### src/pkg/sram_host_pkg.sv
package sram_host_pkg;
  // ****************************************************************
  // geometry
  // ****************************************************************
  localparam int ADDR_W = 17;
  localparam int DATA_W = 8;
  localparam int DEPTH = 131072;

  // ****************************************************************
  // timing, in ns or us and in 4 ns cycles
  // ****************************************************************
  localparam int CLK_PERIOD_NS = 4;
  localparam int POWERUP_WAIT_US = 200;
  localparam int POWERUP_WAIT_CYC = (POWERUP_WAIT_US * 1000) / CLK_PERIOD_NS;
  localparam int WRITE_PULSE_NS = 35;
  localparam int WRITE_PULSE_CYC = (WRITE_PULSE_NS + CLK_PERIOD_NS - 1) / CLK_PERIOD_NS;
  localparam int READ_ACCESS_NS = 45;
  localparam int READ_ACCESS_CYC = (READ_ACCESS_NS + CLK_PERIOD_NS - 1) / CLK_PERIOD_NS;
  localparam int DESELECT_TO_RETENTION_TIME_NS = 0;
  localparam int RETENTION_RECOVERY_TIME_NS = 45;
  localparam int RETENTION_RECOVERY_CYC =
    (RETENTION_RECOVERY_TIME_NS + CLK_PERIOD_NS - 1) / CLK_PERIOD_NS;
  localparam int TURN_CYC = 1;
  localparam int CNT_W = 16;

  // ****************************************************************
  // reset values of pins
  // ****************************************************************
  localparam logic SEL_N_RESET = 1'b1;
  localparam logic SEL_H_RESET = 1'b0;

  // ****************************************************************
  // carriers
  // ****************************************************************
  typedef struct packed {
    logic write;
    logic [ADDR_W-1:0] addr;
    logic [DATA_W-1:0] wdata;
  } mem_req_t;

  typedef struct packed {
    logic select_active_low;
    logic select_active_high;
    logic write_strobe_n;
    logic output_enable_n;
    logic [ADDR_W-1:0] address_lines;
  } sram_ctl_t;
endpackage

### src/design/cycle_timer.sv
`timescale 1ns/10ps
// ****************************************************************
// down counter: load a count, done pulses when it runs out
// ****************************************************************
module cycle_timer #(
  parameter int W = 16
) (
  // clock and reset
  input wire logic ref_clk,
  input wire logic srst,
  // control
  input wire logic load,
  input wire logic [W-1:0] count,
  // status
  output logic busy,
  output logic done
);
  logic [W-1:0] cnt;
  logic [W-1:0] next_cnt;
  logic next_done;

  initial begin
    if (W < 2) $error("cycle_timer width too small");
  end

  // next value: a load restarts, otherwise count to zero
  always_comb begin
    next_cnt = cnt;
    next_done = 1'b0;
    if (load) begin
      next_cnt = count;
    end else if (cnt != '0) begin
      next_cnt = cnt - 1'b1;
      next_done = (cnt == {{(W-1){1'b0}}, 1'b1});
    end
  end

  always_ff @(posedge ref_clk) begin
    if (srst) begin
      cnt <= '0;
      done <= 1'b0;
    end else begin
      cnt <= next_cnt;
      done <= next_done;
    end
  end

  assign busy = (cnt != '0);
endmodule // cycle_timer

### src/design/sram_host_ctrl.sv
`timescale 1ns/10ps
// Behaviour
// - write stores data while both selects asserted and write strobe low.
// - host reads with both selects asserted, output enable low, strobe high.
// - host deselects no later than the supply drop to retention level.
// - host waits 200 us after supply is stable before any access.
// - write spans overlap of select and strobe; data held to its end.
module sram_host_ctrl
  import sram_host_pkg::*;
#(
  parameter int POWERUP_CYCLES = POWERUP_WAIT_CYC
) (
  // clock and reset
  input wire logic ref_clk,
  input wire logic srst,
  // user request side
  input wire logic req_valid,
  input sram_host_pkg::mem_req_t req,
  output logic req_ready,
  output logic rd_valid,
  output logic [sram_host_pkg::DATA_W-1:0] rd_data,
  // retention request: deselect and report safe to drop supply
  input wire logic retain_req,
  output logic retain_safe,
  // memory pins
  output sram_host_pkg::sram_ctl_t pins,
  output logic [sram_host_pkg::DATA_W-1:0] data_lines_o,
  output logic data_lines_oe,
  input wire logic [sram_host_pkg::DATA_W-1:0] data_lines_i
);
  import sram_host_pkg::*;

  initial begin
    if (POWERUP_CYCLES < 2 || POWERUP_CYCLES >= (1 << CNT_W)) $error("bad POWERUP_CYCLES");
  end

  // ****************************************************************
  // state and registers
  // ****************************************************************
  typedef enum logic [6:0] {
    S_POWERUP = 7'b0000001,
    S_IDLE = 7'b0000010,
    S_WRITE = 7'b0000100,
    S_WEND = 7'b0001000,
    S_READ = 7'b0010000,
    S_TURN = 7'b0100000,
    S_RETAIN = 7'b1000000
  } state_t;

  state_t state, next_state;
  sram_ctl_t next_pins;
  logic [DATA_W-1:0] next_data_o, next_rd_data;
  logic next_oe, next_ready, next_rd_valid, next_retain_safe;
  logic tload;
  logic [CNT_W-1:0] tcount;
  logic tbusy, tdone;
  logic [DATA_W-1:0] din_meta, din_sync;
  logic pwr_loaded, next_pwr_loaded;

  cycle_timer #(.W(CNT_W)) u_timer (
    .ref_clk(ref_clk),
    .srst(srst),
    .load(tload),
    .count(tcount),
    .busy(tbusy),
    .done(tdone)
  );

  // read data from the pins crosses two flops before use
  always_ff @(posedge ref_clk) begin
    din_meta <= data_lines_i;
    din_sync <= din_meta;
  end

  // ****************************************************************
  // sequencer
  // ****************************************************************
  // pins change only on state moves, so address and data never move during a strobe
  always_comb begin
    next_state = state;
    next_pins = pins;
    next_data_o = data_lines_o;
    next_oe = data_lines_oe;
    next_ready = 1'b0;
    next_rd_valid = 1'b0;
    next_rd_data = rd_data;
    next_retain_safe = retain_safe;
    next_pwr_loaded = pwr_loaded;
    tload = 1'b0;
    tcount = '0;
    case (state)
      S_POWERUP: begin
        // no access before the wait runs out
        if (!pwr_loaded) begin
          tload = 1'b1;
          tcount = CNT_W'(POWERUP_CYCLES);
          next_pwr_loaded = 1'b1;
        end else if (tdone) begin
          next_state = S_IDLE;
          next_ready = 1'b1;
        end
      end
      S_IDLE: begin
        next_ready = 1'b1;
        if (retain_req) begin
          // already deselected in idle, so the supply may drop now
          next_ready = 1'b0;
          next_retain_safe = 1'b1;
          next_state = S_RETAIN;
        end else if (req_valid && req_ready) begin
          next_ready = 1'b0;
          next_pins.address_lines = req.addr;
          next_pins.select_active_low = 1'b0;
          next_pins.select_active_high = 1'b1;
          tload = 1'b1;
          if (req.write) begin
            // strobe low with both selects: data lines driven by us
            next_pins.write_strobe_n = 1'b0;
            next_pins.output_enable_n = 1'b1;
            next_data_o = req.wdata;
            next_oe = 1'b1;
            tcount = CNT_W'(WRITE_PULSE_CYC);
            next_state = S_WRITE;
          end else begin
            // read: strobe high, output enable low, our drivers off
            next_pins.write_strobe_n = 1'b1;
            next_pins.output_enable_n = 1'b0;
            next_oe = 1'b0;
            tcount = CNT_W'(READ_ACCESS_CYC + 2);
            next_state = S_READ;
          end
        end
      end
      S_WRITE: begin
        if (tdone) begin
          // strobe ends the write; address and data stay one more cycle
          next_pins.write_strobe_n = 1'b1;
          next_state = S_WEND;
        end
      end
      S_WEND: begin
        // deselect and release the data lines: standby
        next_pins.select_active_low = SEL_N_RESET;
        next_pins.select_active_high = SEL_H_RESET;
        next_oe = 1'b0;
        next_state = S_TURN;
      end
      S_READ: begin
        if (tdone) begin
          // extra two cycles cover the input synchroniser
          next_rd_data = din_sync;
          next_rd_valid = 1'b1;
          next_pins.output_enable_n = 1'b1; // memory floats the lines
          next_pins.select_active_low = SEL_N_RESET;
          next_pins.select_active_high = SEL_H_RESET;
          next_state = S_TURN;
        end
      end
      S_TURN: begin
        // one idle cycle so the memory has released the bus before we drive it
        next_ready = 1'b1;
        next_state = S_IDLE;
      end
      S_RETAIN: begin
        if (!retain_req) begin
          next_retain_safe = 1'b0;
          if (!tbusy && !tload && retain_safe) begin
            tload = 1'b1;
            tcount = CNT_W'(RETENTION_RECOVERY_CYC);
          end
        end
        if (!retain_req && tdone) begin
          next_ready = 1'b1;
          next_state = S_IDLE;
        end
      end
      default: begin
        next_state = S_POWERUP;
      end
    endcase
  end

  always_ff @(posedge ref_clk) begin
    if (srst) begin
      state <= S_POWERUP;
      pins <= '{select_active_low: SEL_N_RESET, select_active_high: SEL_H_RESET,
                write_strobe_n: 1'b1, output_enable_n: 1'b1, address_lines: '0};
      data_lines_o <= '0;
      data_lines_oe <= 1'b0;
      req_ready <= 1'b0;
      rd_valid <= 1'b0;
      rd_data <= '0;
      retain_safe <= 1'b0;
      pwr_loaded <= 1'b0;
    end else begin
      state <= next_state;
      pins <= next_pins;
      data_lines_o <= next_data_o;
      data_lines_oe <= next_oe;
      req_ready <= next_ready;
      rd_valid <= next_rd_valid;
      rd_data <= next_rd_data;
      retain_safe <= next_retain_safe;
      pwr_loaded <= next_pwr_loaded;
    end
  end

  // ****************************************************************
  // checks
  // ****************************************************************
  no_early_access_a: assert property (@(posedge ref_clk) disable iff (srst)
    (state == S_POWERUP) |-> pins.select_active_low && !pins.select_active_high)
    else $error("access before power-up wait");
  write_addr_stable_a: assert property (@(posedge ref_clk) disable iff (srst)
    (!pins.write_strobe_n && $past(!pins.write_strobe_n)) |-> $stable(pins.address_lines))
    else $error("address moved during write strobe");
  write_data_hold_a: assert property (@(posedge ref_clk) disable iff (srst)
    ($rose(pins.write_strobe_n) && !pins.select_active_low) |-> data_lines_oe && $stable(data_lines_o))
    else $error("write data not held at strobe end");
  no_bus_fight_a: assert property (@(posedge ref_clk) disable iff (srst)
    !(data_lines_oe && !pins.output_enable_n))
    else $error("host drives while memory outputs enabled");
  write_pulse_len_a: assert property (@(posedge ref_clk) disable iff (srst)
    $fell(pins.write_strobe_n) |-> (!pins.write_strobe_n && !pins.select_active_low)[*8])
    else $error("write strobe too short");
  read_strobe_high_a: assert property (@(posedge ref_clk) disable iff (srst)
    !pins.output_enable_n |-> pins.write_strobe_n && pins.select_active_high)
    else $error("read with write strobe low or deselected");
  retain_deselected_a: assert property (@(posedge ref_clk) disable iff (srst)
    retain_safe |-> pins.select_active_low && !pins.select_active_high)
    else $error("retention signalled while selected");
  read_done_a: assert property (@(posedge ref_clk) disable iff (srst)
    $fell(pins.output_enable_n) |-> ##[13:16] rd_valid)
    else $error("read answer late");
endmodule // sram_host_ctrl

### config.mk
export PLATFORM = sky130hd
export DESIGN_NAME = sram_host_ctrl
export DESIGN_NICKNAME = d
export VERILOG_FILES = /design/src/pkg/sram_host_pkg.sv /design/src/design/cycle_timer.sv /design/src/design/sram_host_ctrl.sv
export SDC_FILE = /design/constraint.sdc
export NUM_CORES = 1
export LEC_CHECK = 0
export BUFFER_PORTS_ARGS = -buffer_cell sky130_fd_sc_hd__buf_4
export CAP_MARGIN = 20
export CORE_AREA = 2 2 86 88
export DETAILED_ROUTE_END_ITERATION = 8
export DIE_AREA = 0 0 88 90
export GPL_ROUTABILITY_DRIVEN = 0
export GPL_TIMING_DRIVEN = 0
export MAX_ROUTING_LAYER = met4
export PLACE_DENSITY = 0.73
export SYNTH_ARGS = -nofsm -noshare
export SYNTH_HDL_FRONTEND = slang
export SYNTH_SLANG_ARGS = --single-unit
### constraint.sdc
create_clock -name ref_clk -period 1.95 [get_ports ref_clk]
set_input_delay 0.2925 -clock ref_clk [delete_from_list [all_inputs] [get_ports ref_clk]]
set_output_delay 0.2925 -clock ref_clk [all_outputs]
set_load 0.01 [all_outputs]
Word level (Yosys, flattened, before mapping)
Index checks and enable logic that the tools add are counted.
W data, S select, Z words.
Operators by class
  $add $sub $neg: 1
  $mul: 0
  div/mod/pow operators: 0
  order comparisons: 0
  equality and inequality tests: 18
  shifts and indexed selects: 0
  mux-type cells: 45
  bitwise logic cells: 3
  reductions and logical operators: 23
Operators by type and width (number)
  $mux W7: 7
  $pmux W7 S7: 1
  $mux W16: 3
  $pmux W16 S3: 1
  $mux W21: 2
  $eq A16 B1 Y1 const B: 1
  $mux W1: 16
  $mux W4: 4
  $reduce_and A4 Y1: 4
  $reduce_bool A16 Y1: 1
  $sub A16 B1 Y16 const B: 1
  $ne A2 B2 Y1 const B: 6
  $reduce_bool A2 Y1: 5
  $reduce_and A3 Y1: 3
  $pmux W1 S2: 4
  $eq A7 B1 Y1 const B: 1
  $eq A7 B2 Y1 const B: 1
  $eq A7 B3 Y1 const B: 1
  $eq A7 B4 Y1 const B: 1
  $eq A7 B5 Y1 const B: 1
  $eq A7 B6 Y1 const B: 1
  $eq A7 B7 Y1 const B: 1
  $ne A2 B1 Y1 const B: 3
  $pmux W2 S3: 1
  14 further kinds: 20
Word-level totals
  bits in registers: 82
  bits in latches: 0
  memory bits (writable): 0
  ROM bits: 0
  output and inout bits: 41
  logic and storage cells: 107
  memories: 0

Depth between registers and ports, before layout
Gate-level depths: netlist of run 1.
  depth after elaboration: 7
  depth in mapped cells: 8
  mapped depth without buffers: 7

Cells and area by module
A second synthesis of run 1 with hierarchy kept.
Unflattened totals
  cells, all modules: 370
  area, all modules: 3405.8 um^2
Modules (own cells, without submodules)
  sram_host_ctrl: instances 1, cells an instance 257, area each 2406.1 um^2, seq. area each 1301.2 um^2
  cycle_timer: instances 1, cells an instance 113, area each 999.7 um^2, seq. area each 340.3 um^2

Least setup slack after synthesis of run 1
OpenSTA, ideal clock, no wires.
  path kind: register -> register
  from: register u_timer.cnt[8]
  to: register u_timer.cnt[13]
  data arrival time: 1.880 ns
  required time: 1.816 ns
  setup slack: -0.064 ns
  stages on the path, launching flop included: 7
  buffers on the path: 1
  path through: dfxtp_1 or4_4 or4_1 buf_2 nor3_4 a2111oi_1 mux2i_1
On the way
  cells in the longest elaborated chain, start to end: 7
RTL lines
  start: declaration: RTL line cycle_timer.sv:18  | logic [W-1:0] cnt;
  start signal: assignment: RTL line cycle_timer.sv:43  | cnt <= next_cnt;
  parallel branches: the longest is 7 deep, another holds $sub A16 B1 Y16
Parallel ways; which one is timed is not known. The select of a mux whose other input is x is not followed.
A chain may end at the register's enable or synchronous reset.

Final worst setup path of run 1
  from: register u_timer.cnt[9]
  to: register u_timer.cnt[11]
The elaborated chain is that of the path after synthesis.

==> flow_summary.toml, run 1 <==
[layout]
final_core_util_pct = 62.9
n_antenna_cell = 0
multi_input_area_sq_um = 1630
finalNonFillerCells = 559
regArea_sq_um = 1650
fillerInstances = 582
nets = 496
drive_gt1_share_pct = 32.8
area_delta_synth_final_pct = 38.4

[clock_tree]
htree_levels = 3
numCtsBuffers = 9
cts_hold_buf = 0
clk_latency_ns = 0.36
clk_pin_slew_ns = 0.09
cts_sinks = 82
cts_tree = "yes"
clockBufferDepth = 2
cts_root_buf = "clkbuf_8"

[hold_path]
hp-class = "in -> reg"
hold_depth = 1
min_to = "din_meta[3]"
worstHoldStart = "data_lines_i[3]"

[run_status]
status = "finished, violations left"
violations = "negative setup slack"

[detailed_routing]
dr.pass1.iters = 4
wl_per_cell_um = 15.1
vias = 2956
vias_per_cell = 5.29
wl_um = 8460
ant_nets = 0
drc = 0
drt_iter0_drc = 160

[global_route]
grt_pass1_vias = 2697
grt_max_degree = 18
gr-total-overflow = 0
grt_pass1_wl_um = 12800
antenna_found_initial = 0
track_usage_pct = 21.2

[timing]
clock.fmax_mhz = 483
hold_viol_final = 0
worst_pin_slew_ns = 0.795
max_slew_margin_pct = 46.5
setup_slack_ns = -0.119
setup_violations = 10
rsz0062_at_grt = "true"
finalSetupTns_ns = -0.778
slew_violations = 0
skew_ns = 0.00632
fin_crit_ns = 2.07
period_share_pct = 106

[logic_synthesis]
ys_async_sr_fraction_pct = 0
yosys.cell_types.count = 47
synth_edf_count = 0
synth_cells = 351
synth_top_area_share_pct = 51.5
synth.yosys.seq_area_share_pct = 51.5
syn-num-nets = 392
synth_area_leaders = "dfxtp_1 51%, nand2_1 6.7%, a21oi_1 6.0%, nand3_1 3.8%, mux2i_1 3.1%"
synth.avg_cell_area_sq_um = 9.09
syn_area_sq_um = 3190
synth_top_cells_by_count = "82 x dfxtp_1, 57 x nand2_1, 38 x a21oi_1"
yosysMostFrequentCell = "dfxtp_1"
synth_warnings = 0
yosysTopAreaCell = "dfxtp_1"
ys_ff_latch = 82
ys.flop_type = "dfxtp_1"

[worst_setup_path]
path_cells = "or4_4 -> or4_4 -> buf_12 -> o211ai_1 -> xor2_1 -> nor2_1"
path_class = "reg -> reg"
endpoint_kind = "flip-flop"
crit_path_start_kind = "flip-flop"
timing.rr.start = "u_timer.cnt[9]"
r2r_setup_slack_ns = -0.12
crit_slowest_cell = "or4_4"
critPathBufInv = 1
path_common_cell = "or4_4"
required_ns = 2.21
crit_fanout = 4
r2r_end = "u_timer.cnt[11]"
cp.arrival_ns = 2.33
cpPeakStageDelay_ns = 0.53
path_delay_family = "simple AND/OR/NAND/NOR gates"
worstRegToRegCells = 6

[placed_design]
pre_cts_ws_ns = -0.421
placed_cells = 527
hpwl_um = 5320
numPortBuffers = 77

[die]
start_util_pct = 45.4
core_sq_um = 7020
placementRows = 31
ios = 79
die_w_um = 88
die-area_sq_um = 7920
die_height_um = 90

[job]
maxCapViolCount = 0

[power_and_ir_drop]
p_leak_nw = 1.80
vdd_drop_max_uv = 565
powerDensity_nw_per_um2 = 798
[cell type report]
class,count,area share (%)
Buffer,17,1.76
Clock buffer,9,2.81
Clock inverter,7,1.42
Inverter,5,0.425
Multi-Input combinational cell,246,37.0
Sequential cell,82,37.3
Tap cell,99,2.81
Timing Repair Buffer,94,16.4
[placed cells by master, fill, tap and decap left out, types with 3 or more instances in the layout]
cell type,instances
nor4_4,3
mux2i_1,10
clkbuf_1,8
clkbuf_2,6
nand2_1,56
nand3_1,17
xor2_1,7
inv_1,4
buf_4,92
nor2_1,25
o211ai_1,6
a21oi_1,38
nand4_1,7
dfxtp_1,78
a31oi_1,4
o21ai_0,3
a211oi_1,3
inv_6,5
nand3_2,7
dfxtp_2,4
nor4_1,4
ha_1,3
nand4b_1,8
xnor2_1,6
o21a_1,3
clkbuf_8,9
[layer usage]
metal | part of all wire, % | GRT usage [%] | vias to the layer above
li1 | - | - | 1452
met1 | 43 | 28.6 | 1388
met2 | 48 | 30.3 | 105
met3 | 7.3 | 5.69 | 11
met4 | 1.4 | 7.95 | 0
met5 | 0 | - | -
[what timing repair did]
item | CTS | global route
setup endpoints to repair | 46 | 48
cloned | 0 | 1
pin swaps | 13 | 22
buffers inserted | 6 | 11
gates resized for setup | 21 | 27
[cell families after synthesis]
| logic type | Yosys count | synth area share, % |
|---|---|---|
| muxes | 10 | 3.14 |
| and+or+nand+nor | 153 | 25.4 |
| adders and majority gates | 3 | 1.18 |
| DFF | 82 | 51.5 |
| xor gates and xnor gates | 13 | 3.57 |
| AOI/OAI and AO/OA | 66 | 12.3 |
| buffers and inverters | 24 | 2.98 |
[metrics by stage]
step           area [sq um]  total power, W  hold slack (ns)
2_1_floorplan          3200         0.00208            0.310
3_3_place_gp           3900         0.00220            0.310
3_5_place_dp           3900         0.00220            0.312
4_1_cts                4230         0.00345           0.0115
5_1_grt                4410         0.00367          0.00592
6_report               4410         0.00352           0.0299
[worst register-to-register path, stage by stage, from the launching register on]
cell and delay (ns):
dfxtp_2 0.33, or4_4 0.53, or4_4 0.50, buf_12 0.16, o211ai_1 0.20, xor2_1 0.19, nor2_1 0.06
[worst max-delay path by stage]
stage	from	end	cells past startpoint
2_1_floorplan	state[0]	u_timer.cnt[13]	6
3_3_place_gp	state[0]	data_lines_o[1]	8
3_5_place_dp	state[0]	data_lines_o[5]	8
4_1_cts	u_timer.cnt[9]	u_timer.cnt[0]	5
5_1_grt	u_timer.cnt[9]	u_timer.cnt[11]	6
6_report	u_timer.cnt[9]	u_timer.cnt[11]	6
[registers in the layout (all words and copies together) (netlist names)]
name,count
pins,21
req_ready,1
u_timer.done,1
state,7
rd_valid,1
pwr_loaded,1
data_lines_oe,1
u_timer.cnt,16
retain_safe,1
din_meta,8
din_sync,8
rd_data,8
data_lines_o,8
[power breakdown]
group | leakage (nW) | switching [W] | internal (W)
Clock | 0.0936 | 0.000687 | 0.000494
Combinational | 1.04 | 0.000280 | 0.000274
Sequential | 0.672 | 0.0000564 | 0.00173
Note: power is estimated with default switching activity, not from simulation.
==> run 2: changes to the inputs <==
--- a/config.mk
+++ b/config.mk
@@ -7,11 +7,10 @@
 export LEC_CHECK = 0
 export BUFFER_PORTS_ARGS = -buffer_cell sky130_fd_sc_hd__buf_4
 export CAP_MARGIN = 20
-export CORE_AREA = 2 2 86 88
+export CORE_AREA = 2 2 82 92
 export DETAILED_ROUTE_END_ITERATION = 8
-export DIE_AREA = 0 0 88 90
+export DIE_AREA = 0 0 84 94
 export GPL_ROUTABILITY_DRIVEN = 0
-export GPL_TIMING_DRIVEN = 0
 export MAX_ROUTING_LAYER = met4
 export PLACE_DENSITY = 0.73
 export SYNTH_ARGS = -nofsm -noshare
==> flow_summary.toml, run 2 (synthesis gave the netlist of run 1 again) <==
[detailed_routing]
vias_per_cell = 5.26
top_layer_used = "met4"
wl_met3_um = 514
wl_per_cell_um = 14.1
drt-met1-wl_um = 3300
dr.pass1.iters = 4
drc = 0
ant_nets = 0
wl_um = 7590
drt_iter0_drc = 125
vias = 2828
dr_wl_met2_um = 3660

[layout]
regMostFlops = "pins"
n_antenna_cell = 0
area_delta_synth_final_pct = 34.1
final_core_util_pct = 61.7
nets = 489
final_common_cell = "buf_4"
finalNonFillerCells = 538
top_regs = "pins (21), u_timer.cnt (16)"
drive_gt1_share_pct = 30.5
mostFrequentLayoutCells = "105 x buf_4, 81 x dfxtp_1, 55 x nand2_1"
largest_register_ffs = 21
fillerInstances = 580

[timing]
setup_violations = 3
clock.fmax_mhz = 501
finalSetupTns_ns = -0.0748
max_slew_margin_pct = 72.2
worst_pin_slew_ns = 0.413
hold_viol_final = 0
period_share_pct = 102
rsz0062_at_grt = "true"
slew_violations = 0
skew_ns = 0.0134
fin_crit_ns = 2.00
setup_slack_ns = -0.0467

[die]
start_util_pct = 46.0
die-area_sq_um = 7900
die_w_um = 84
die_height_um = 94
core_sq_um = 6930
placementRows = 32
ios = 79

[placed_design]
pre_cts_ws_ns = -0.143
numPortBuffers = 78
hpwl_um = 5260
placed_cells = 521

[power_and_ir_drop]
p_total_w = 0.00365
p_switching_w = 0.000930
p_sw_share_pct = 25.5
p_leak_nw = 1.79
pwr-share-seq_pct = 48.4
vdd_drop_max_uv = 796
power_frac_comb_pct = 13.4
p_clk_share_pct = 38.2
internal_power_w = 0.00272
powerDensity_nw_per_um2 = 855

[worst_setup_path]
timing.rr.start = "u_timer.cnt[11]"
required_ns = 2.23
r2r_end = "u_timer.cnt[15]"
crit_start = "u_timer.cnt[11]"
cp.arrival_ns = 2.28
worstRegToRegCells = 5
endpoint_kind = "flip-flop"
path_class = "reg -> reg"
r2r_setup_slack_ns = -0.05
crit_path_start_kind = "flip-flop"
crit_fanout = 8

[hold_path]
worstHoldStart = "data_lines_i[3]"
hold_depth = 1
min_to = "din_meta[3]"
hp-class = "in -> reg"

[clock_tree]
cts_hold_buf = 0
cts_tree = "yes"
clockBufferDepth = 2
clk_latency_ns = 0.35
htree_levels = 3
cts_root_buf = "clkbuf_8"
clk_pin_slew_ns = 0.09
numCtsBuffers = 9
cts_sinks = 82

[global_route]
gr-total-overflow = 0
antenna_found_initial = 0
grt_pass1_wl_um = 12400
track_usage_pct = 20.3
grt_max_degree = 28
grt_pass1_vias = 2710

[run_status]
violations = "negative setup slack"
status = "finished, violations left"

[job]
maxCapViolCount = 0
## run 2: changes by cell type in the layout (fill, tap and decap cells not counted), moves of 3 or more
| cell | delta |
|---|---|
| dfxtp_2 | -3 |
| dfxtp_1 | +3 |
| nand3_1 | +7 |
| clkbuf_1 | -8 |
| buf_4 | +13 |
| nor4_4 | -3 |
| nand3_2 | -6 |
| clkbuf_2 | -6 |
## run 2: worst max-delay path by stage
stage | to | slack [ns] | depth (start not counted)
2_1_floorplan | u_timer.cnt[13] | 0.01 | 6
3_3_place_gp | u_timer.cnt[10] | -0.08 | 8
3_5_place_dp | u_timer.cnt[10] | -0.14 | 8
4_1_cts | u_timer.cnt[11] | -0.008 | 5
5_1_grt | u_timer.cnt[0] | -0.09 | 5
6_report | u_timer.cnt[15] | -0.05 | 5
## run 2: area by class of cell
cell class | count | area (sq um) | area share (%)
flip-flops and latches | 82 | 1640 | 38.4
multi-input cells | 245 | 1490 | 34.8
repair buffers | 105 | 788 | 18.4
clock buffers | 9 | 124 | 2.90
clock inverters | 7 | 106 | 2.49
well taps | 85 | 106 | 2.49
inverters | 5 | 18.8 | 0.439
## run 2: metal layers
metal	vias to the layer above	track usage, %
li1	1435	-
met1	1292	24.0
met2	89	32.9
met3	12	6.85
met4	0	6.45
met5	-	-
## run 2: worst max-delay path: stages, from the launching register on
cell and delay [ns]:
dfxtp_2 0.33, or4_4 0.55, or4_4 0.50, nor4_1 0.25
o211ai_1 0.15, a21oi_1 0.16
## run 2: power groups by stage
stage	logic (W)	registers, W	clock network, W
detailed placement	0.000457	0.00181	0
CTS	0.000466	0.00177	0.00143
global route	0.000537	0.00178	0.00150
floorplan	0.000280	0.00180	0
global placement	0.000452	0.00180	0
finish	0.000489	0.00177	0.00140
## run 2: stage by stage
step | area, sq um | hold slack (ns)
after global routing | 4280 | 0.00993
after detailed placement | 4000 | 0.314
after global placement | 4000 | 0.310
after CTS | 4240 | 0.0262
final | 4280 | 0.0420
after floorplan | 3200 | 0.310
## run 2: what timing repair did
action | 4_1_cts | 5_1_grt
endpoints found under the hold margin | 0 | 0
cloned | 0 | 0
endpoints found under the setup margin | 3 | 27
pin swaps | 1 | 5
buffers inserted | 0 | 1
resized for setup | 2 | 7
